[src/logic/gpf_pkg.sv]
`default_nettype none
package gpf_pkg;
    localparam int PORT_W = 32;
    localparam int AXI_AW = 32;
    localparam int AXI_DW = 32;
    localparam logic [31:0] PIN_LEVEL_ADDR = 32'hE002_8000;
    localparam logic [31:0] OUT_SET_ADDR = 32'hE002_8004;
    localparam logic [31:0] DIR_ADDR = 32'hE002_8008;
    localparam logic [31:0] OUT_CLR_ADDR = 32'hE002_800C;
    localparam logic [31:0] UPPER_SEL_ADDR = 32'hE002_C004;
    localparam logic [31:0] OUT_RESET = 32'h0000_0000;
    localparam logic [31:0] DIR_RESET = 32'h0000_0000;
    localparam logic [31:0] UPPER_SEL_RESET = 32'h0000_0000;
    localparam logic [1:0] SEL_PRIMARY = 2'h0;
    localparam logic [1:0] SEL_ALT1 = 2'h1;
    localparam logic [1:0] SEL_ALT2 = 2'h2;
    localparam logic [1:0] SEL_RSVD = 2'h3;
    localparam int UPPER_LO_BIT = 16;
    localparam int DBG_GATE_LO_BIT = 17;
    localparam logic [31:0] ALT1_VALID = 32'hF83F_0000;
    localparam logic [31:0] ALT2_VALID = 32'h0001_0000;
    localparam logic [31:0] ALT1_FIXED_OE = 32'h0038_0000;
    localparam logic [1:0] RESP_OKAY = 2'h0;
    localparam logic [1:0] RESP_SLVERR = 2'h2;
endpackage : gpf_pkg
`default_nettype wire

[src/logic/gpf_port.sv]
// Local design decision: the AXI4-Lite register port.
`timescale 1ns/1ps
`default_nettype none
module gpf_port
    import gpf_pkg::*;
(
    input wire logic aclk,
    input wire logic aresetn,
    input wire logic [gpf_pkg::AXI_AW-1:0] s_axi_awaddr,
    input wire logic [2:0] s_axi_awprot,
    input wire logic s_axi_awvalid,
    output logic s_axi_awready,
    input wire logic [gpf_pkg::AXI_DW-1:0] s_axi_wdata,
    input wire logic [3:0] s_axi_wstrb,
    input wire logic s_axi_wvalid,
    output logic s_axi_wready,
    output logic [1:0] s_axi_bresp,
    output logic s_axi_bvalid,
    input wire logic s_axi_bready,
    input wire logic [gpf_pkg::AXI_AW-1:0] s_axi_araddr,
    input wire logic [2:0] s_axi_arprot,
    input wire logic s_axi_arvalid,
    output logic s_axi_arready,
    output logic [gpf_pkg::AXI_DW-1:0] s_axi_rdata,
    output logic [1:0] s_axi_rresp,
    output logic s_axi_rvalid,
    input wire logic s_axi_rready,
    input wire logic [gpf_pkg::PORT_W-1:0] pin_in,
    output logic [gpf_pkg::PORT_W-1:0] pin_out,
    output logic [gpf_pkg::PORT_W-1:0] pin_oe,
    input wire logic debug_select_input,
    output logic [gpf_pkg::PORT_W-1:0] periph_pin_level,
    input wire logic timer0_match2,
    input wire logic timer1_match2,
    input wire logic timer1_match3,
    input wire logic pulse_width_output_5,
    input wire logic dbg_tdo,
    input wire logic dbg_tdo_oe
);
    import gpf_pkg::*;

    logic [31:0] pin_meta;
    logic [31:0] pin_sync;
    logic dbg_meta;
    logic dbg_sync;
    logic dbg_latched;
    logic next_dbg_latched;
    logic [31:0] out_reg;
    logic [31:0] next_out_reg;
    logic [31:0] dir;
    logic [31:0] next_dir;
    logic [31:0] upper_sel;
    logic [31:0] next_upper_sel;
    logic aw_held;
    logic next_aw_held;
    logic w_held;
    logic next_w_held;
    logic [31:0] aw_addr;
    logic [31:0] next_aw_addr;
    logic [31:0] w_data;
    logic [31:0] next_w_data;
    logic [3:0] w_strb;
    logic [3:0] next_w_strb;
    logic bvalid;
    logic next_bvalid;
    logic [1:0] bresp;
    logic [1:0] next_bresp;
    logic rvalid;
    logic next_rvalid;
    logic [31:0] rdata;
    logic [31:0] next_rdata;
    logic [1:0] rresp;
    logic [1:0] next_rresp;
    logic wr_fire;
    logic [31:0] wmask;
    logic [31:0] wbits;
    logic [31:0] alt1_out;
    logic [31:0] alt1_oe;
    logic [31:0] alt2_out;
    logic [31:0] alt2_oe;
    logic [31:0] gpio_mask;
    logic [31:0] next_pin_out;
    logic [31:0] next_pin_oe;

    // Pins and the debug strap pass two flops before any logic reads them.
    always_ff @(posedge aclk)
    begin
        pin_meta <= pin_in;
        pin_sync <= pin_meta;
        dbg_meta <= debug_select_input;
        dbg_sync <= dbg_meta;
    end

    assign periph_pin_level = pin_sync;

    assign s_axi_awready = !aw_held && !bvalid;
    assign s_axi_wready = !w_held && !bvalid;
    assign s_axi_arready = !rvalid;
    assign s_axi_bvalid = bvalid;
    assign s_axi_bresp = bresp;
    assign s_axi_rvalid = rvalid;
    assign s_axi_rdata = rdata;
    assign s_axi_rresp = rresp;
    assign wr_fire = aw_held && w_held;
    assign wmask = {{8{w_strb[3]}}, {8{w_strb[2]}}, {8{w_strb[1]}}, {8{w_strb[0]}}};
    assign wbits = w_data & wmask;

    always_comb
    begin
        next_aw_held = aw_held;
        next_w_held = w_held;
        next_aw_addr = aw_addr;
        next_w_data = w_data;
        next_w_strb = w_strb;
        next_bvalid = bvalid;
        next_bresp = bresp;
        next_rvalid = rvalid;
        next_rdata = rdata;
        next_rresp = rresp;
        next_out_reg = out_reg;
        next_dir = dir;
        next_upper_sel = upper_sel;
        next_dbg_latched = dbg_latched;
        if (s_axi_awvalid && s_axi_awready)
        begin
            next_aw_held = 1'b1;
            next_aw_addr = s_axi_awaddr;
        end
        if (s_axi_wvalid && s_axi_wready)
        begin
            next_w_held = 1'b1;
            next_w_data = s_axi_wdata;
            next_w_strb = s_axi_wstrb;
        end
        if (wr_fire)
        begin
            next_aw_held = 1'b0;
            next_w_held = 1'b0;
            next_bvalid = 1'b1;
            next_bresp = RESP_OKAY;
            // Writes apply one at a time, so the later of set and clear wins.
            unique case (aw_addr)
                PIN_LEVEL_ADDR: next_out_reg = (out_reg & ~wmask) | wbits;
                OUT_SET_ADDR: next_out_reg = out_reg | wbits;
                OUT_CLR_ADDR: next_out_reg = out_reg & ~wbits;
                DIR_ADDR: next_dir = (dir & ~wmask) | wbits;
                UPPER_SEL_ADDR: next_upper_sel = (upper_sel & ~wmask) | wbits;
                default: next_bresp = RESP_SLVERR;
            endcase
        end
        if (bvalid && s_axi_bready)
        begin
            next_bvalid = 1'b0;
        end
        if (s_axi_arvalid && s_axi_arready)
        begin
            next_rvalid = 1'b1;
            next_rresp = RESP_OKAY;
            unique case (s_axi_araddr)
                PIN_LEVEL_ADDR: next_rdata = pin_sync;
                OUT_SET_ADDR: next_rdata = out_reg;
                OUT_CLR_ADDR: next_rdata = 32'h0000_0000;
                DIR_ADDR: next_rdata = dir;
                UPPER_SEL_ADDR: next_rdata = upper_sel;
                default:
                begin
                    next_rdata = 32'h0000_0000;
                    next_rresp = RESP_SLVERR;
                end
            endcase
        end
        else if (rvalid && s_axi_rready)
        begin
            next_rvalid = 1'b0;
        end
        // The strap is caught while reset is held.
        if (!aresetn)
        begin
            next_dbg_latched = dbg_sync;
        end
    end

    always_ff @(posedge aclk)
    begin
        dbg_latched <= next_dbg_latched;
        if (!aresetn)
        begin
            aw_held <= 1'b0;
            w_held <= 1'b0;
            aw_addr <= 32'h0000_0000;
            w_data <= 32'h0000_0000;
            w_strb <= 4'h0;
            bvalid <= 1'b0;
            bresp <= RESP_OKAY;
            rvalid <= 1'b0;
            rdata <= 32'h0000_0000;
            rresp <= RESP_OKAY;
            out_reg <= OUT_RESET;
            dir <= DIR_RESET;
            upper_sel <= UPPER_SEL_RESET;
        end
        else
        begin
            aw_held <= next_aw_held;
            w_held <= next_w_held;
            aw_addr <= next_aw_addr;
            w_data <= next_w_data;
            w_strb <= next_w_strb;
            bvalid <= next_bvalid;
            bresp <= next_bresp;
            rvalid <= next_rvalid;
            rdata <= next_rdata;
            rresp <= next_rresp;
            out_reg <= next_out_reg;
            dir <= next_dir;
            upper_sel <= next_upper_sel;
        end
    end

    // Peripheral sources per pin; bit 31 enable follows the debug unit.
    assign alt1_out = {dbg_tdo, 9'h000, pulse_width_output_5, timer1_match3,
                       timer1_match2, 3'h0, 16'h0000};
    assign alt1_oe = ALT1_FIXED_OE | {dbg_tdo_oe, 31'h0000_0000};
    assign alt2_out = {15'h0000, timer0_match2, 16'h0000};
    assign alt2_oe = ALT2_VALID;

    genvar gi;
    generate
        for (gi = 0; gi < PORT_W; gi++)
        begin : g_pin
            logic [1:0] fsel;
            if (gi < UPPER_LO_BIT)
            begin : g_low
                assign fsel = SEL_PRIMARY;
            end
            else if (gi < DBG_GATE_LO_BIT)
            begin : g_free
                assign fsel = upper_sel[2*(gi-UPPER_LO_BIT) +: 2];
            end
            else
            begin : g_gated
                assign fsel = dbg_latched ? SEL_PRIMARY
                                          : upper_sel[2*(gi-UPPER_LO_BIT) +: 2];
            end
            assign gpio_mask[gi] = (fsel == SEL_PRIMARY);
            always_comb
            begin
                next_pin_out[gi] = 1'b0;
                next_pin_oe[gi] = 1'b0;
                unique case (fsel)
                    SEL_PRIMARY:
                    begin
                        next_pin_out[gi] = out_reg[gi];
                        next_pin_oe[gi] = dir[gi];
                    end
                    SEL_ALT1:
                    begin
                        next_pin_out[gi] = alt1_out[gi] & ALT1_VALID[gi];
                        next_pin_oe[gi] = alt1_oe[gi] & ALT1_VALID[gi];
                    end
                    SEL_ALT2:
                    begin
                        next_pin_out[gi] = alt2_out[gi] & ALT2_VALID[gi];
                        next_pin_oe[gi] = alt2_oe[gi];
                    end
                    // A reserved code leaves the pin released, as the defaults above set it.
                    SEL_RSVD: next_pin_oe[gi] = 1'b0;
                endcase
            end
        end
    endgenerate

    always_ff @(posedge aclk)
    begin
        if (!aresetn)
        begin
            pin_out <= 32'h0000_0000;
            pin_oe <= 32'h0000_0000;
        end
        else
        begin
            pin_out <= next_pin_out;
            pin_oe <= next_pin_oe;
        end
    end
endmodule : gpf_port
`default_nettype wire

[config.mk]
export PLATFORM = sky130hd
export DESIGN_NAME = gpf_port
export DESIGN_NICKNAME = d
export VERILOG_FILES = /design/src/logic/gpf_pkg.sv /design/src/logic/gpf_port.sv
export SDC_FILE = /design/constraint.sdc
export NUM_CORES = 1
export LEC_CHECK = 0
export ABC_CLOCK_PERIOD_IN_PS = 2100
export BUFFER_PORTS_ARGS = -buffer_cell sky130_fd_sc_hd__buf_2
export CAP_MARGIN = 40
export CORE_MARGIN = 4
export CORE_UTILIZATION = 48
export CTS_CLUSTER_DIAMETER = 50
export CTS_CLUSTER_SIZE = 28
export DETAILED_ROUTE_END_ITERATION = 8
export PLACE_DENSITY = 0.73
export SETUP_SLACK_MARGIN = 0.3
export SLEW_MARGIN = 10
export SYNTH_ARGS = -nofsm -noshare
export SYNTH_HDL_FRONTEND = slang
export SYNTH_SLANG_ARGS = --single-unit
[constraint.sdc]
create_clock -name aclk -period 2.1 [get_ports aclk]
set_clock_uncertainty 0.05 [all_clocks]
set_input_delay 0 -clock aclk [delete_from_list [all_inputs] [get_ports aclk]]
set_output_delay 0 -clock aclk [all_outputs]
set_load 0.1 [all_outputs]
==> results.toml <==
[routing]
drcViolationCount = 0
drtIter0Drc = 781
wirelength_mm = 38.7
wl_per_cell_um = 18.8
vias_per_cell = 5.36
dr.pass1.iters = 5
wl_met3_mm = 3.06
wl_met2_mm = 18.8
highest_layer = "met4"
via_count = 11029
ant_nets = 0
drt-met1-wl_mm = 15.6

[sta]
post-route-period-util = 1.10
fin_setup_tns_ns = -10.81
slew_headroom = 0.460
tightest_slew_ns = 0.806
hold_viol_final = 0
drv_slew = 0
grt_setup_unrepaired = "yes"
min_period_ns = 2.31
fmax_mhz = 434
setup_slack_ns = -0.207
setup_violations = 88

[power]
leakage_uw = 0.00722
peakVddDrop_mv = 0.701
powerDensity_mw_per_mm2 = 806
internal_power_uw = 9960
seqPwrFrac = 0.486
p_comb_frac = 0.105
p_clk_frac = 0.409
p_sw_frac = 0.268
p_sw_uw = 3650

[synth]
ys_seq_elements = 333
syn_inst = 1309
synth_flop_cell = "dfxtp_1"
synth_top_area_frac = 0.553
avgSynthCellArea_um2 = 9.18
synth.distinct_cells = 44
ys_seq_area_frac = 0.556
syn_area_mm2 = 0.0120
synth.area.top_cells = "dfxtp_1, nand2_1, mux2i_1, a21oi_1, inv_1"
synth_top_area_cell = "dfxtp_1"
synth_common_cells = "dfxtp_1, nand2_1, a21oi_1"
async_flop_share = 0
synth_enable_flop_cells = 1
yosys.cell_count.top_type = "dfxtp_1"
ys_warn_count = 0

[critical_path]
crit_end = "out_reg[25]"
slowest_delay_ns = 0.54
cp-end-kind = "flip-flop"
start_kind = "flip-flop"
worst-path-stages = 7
rr_endpoint = "out_reg[25]"
crit_chain = "or4b_4 -> nor4_4 -> buf_6 -> nand2_8 -> buf_12 -> a2111oi_2 -> o22ai_2"
reg2reg_depth = 7
crit_type = "reg2reg"
rr_startpoint = "aw_addr[23]"
crit_family = "simple AND/OR/NAND/NOR gates"
cp.required_ns = 2.47
crit_path_max_fanout = 11
crit_arrival_ns = 2.68
path_buf_inv = 2
r2r_setup_slack_ns = -0.21
cp-startpoint = "aw_addr[23]"
crit_slowest_cell = "or4b_4"

[layout]
post-route-util = 0.690
fin_area_mm2 = 0.0169
final_nets = 1881
drive_gt1_frac = 0.269
area_delta_synth_final_pct = 40.4
diodes = 0

[die]
start_util = 0.491
die_w_um = 166
rows = 57
die_y_um = 166
ioPinCount = 289
core_mm2 = 0.0245
dieArea_mm2 = 0.0276

[clock_network]
clk_path_buf_depth = 3
root_buffer = "clkbuf_16"
clock-sinks = 333
clock_latency_ns = 0.57
htree_levels = 1
cts_buffers = 30
cts_tree = "yes"
clk_pin_slew_ns = 0.08

[global_routing]
globalRoute.totalOverflow = 0
grt_max_degree = 79
track_usage = 0.262
grt_pass1_wl_mm = 59.3
grt_pass1_vias = 10934
antenna_found_initial = 0

[placed_design]
hpwl_mm = 25.2
pre_cts_slack_ns = -0.285
port_buffers = 280
postPlaceCellArea_mm2 = 0.0141
gp_congestion = 0.904

[outcome]
violations = "negative setup slack"
status = "complete, but fails checks"

[min_path]
hp-class = "in2reg"

[run]
cap_violations = 0
## cells in the final DEF, fill, tap and decap left out, types with 6 or more instances in the layout
cell,Yosys,final
buf_2,4,279
nor3_4,6,6
and2_1,19,19
mux2i_1,81,78
buf_6,2,7
a22oi_1,31,31
and3_1,9,9
o22ai_1,30,18
dlygate4sd3_1,0,124
clkbuf_16,0,30
a2111oi_4,0,10
a2111oi_2,0,20
nor4_1,7,6
o22ai_2,0,12
o21ai_0,53,15
nor2b_1,10,9
nand2b_1,23,23
dfxtp_1,332,329
inv_6,0,6
nor3_1,9,9
nor2_1,64,62
a21oi_1,111,110
buf_4,2,30
o21ai_1,0,37
ha_1,18,18
buf_12,0,10
inv_1,76,75
nand2_1,275,273
## final cells by class
type | instances | area (um^2)
inverters | 77 | 293
flip-flops and latches | 333 | 6690
repair buffers | 454 | 3200
multi-input cells | 815 | 5280
clock buffers | 32 | 768
well taps | 324 | 405
clock inverters | 22 | 239
fillers | 1775 | 7590
## worst register-to-register path, stage by stage (launching register included)
cell       delay [ns]
dfxtp_1          0.31
or4b_4           0.54
nor4_4           0.30
buf_6            0.17
nand2_8          0.09
buf_12           0.18
a2111oi_2        0.36
o22ai_2          0.16
## power by group through the flow
stage               sequential [uW]  clock (uW)  combinational (uW)
finish                         6610        5570                1420
global route                   6620        5940                1510
CTS                            6600        5650                1370
detailed placement             6750           0                1160
global placement               6740           0                1140
floorplan                      6980           0                 552
## cell families after synthesis
logic type	share of synthesized area
and+or+nand+nor	0.169
other	0.000312
DFF	0.556
AOI/OAI and AO/OA	0.134
buffers and inverters	0.0532
muxes	0.0684
adders and majority gates	0.0187
## per-layer routing
layer	GRT usage	up-vias
li1	-	5233
met1	0.325	5213
met2	0.455	497
met3	0.0526	86
met4	0.0893	0
met5	0	-
## metrics by stage
step                      instances  power (uW)  hold slack (ns)
after floorplan                1310        7530          -0.0223
after global routing           2057       14100           0.0213
after CTS                      2056       13600          0.00124
after global placement         1870        7880           0.0520
after detailed placement       1871        7910           0.0539
final                          2057       13600           0.0208
## worst min-delay path by stage
| stage | startpoint | endpoint | depth (start not counted) |
|---|---|---|---|
| global route | pin_in[28] | pin_meta[28] | 2 |
| finish | pin_in[8] | pin_meta[8] | 2 |
| CTS | s_axi_araddr[25] | s_axi_rresp[1] | 6 |
| detailed placement | pin_in[26] | pin_meta[26] | 1 |
| global placement | pin_in[6] | pin_meta[6] | 1 |
| floorplan | debug_select_input | dbg_meta | 0 |
## what timing repair did
item,in CTS,in global routing
hold buffers,124,0
resized for setup,63,45
cloned,2,1
setup buffers,5,0
pin swaps,10,4
endpoints found under the hold margin,148,0
endpoints found under the setup margin,97,98
Note: power is estimated with default switching activity, not from simulation.
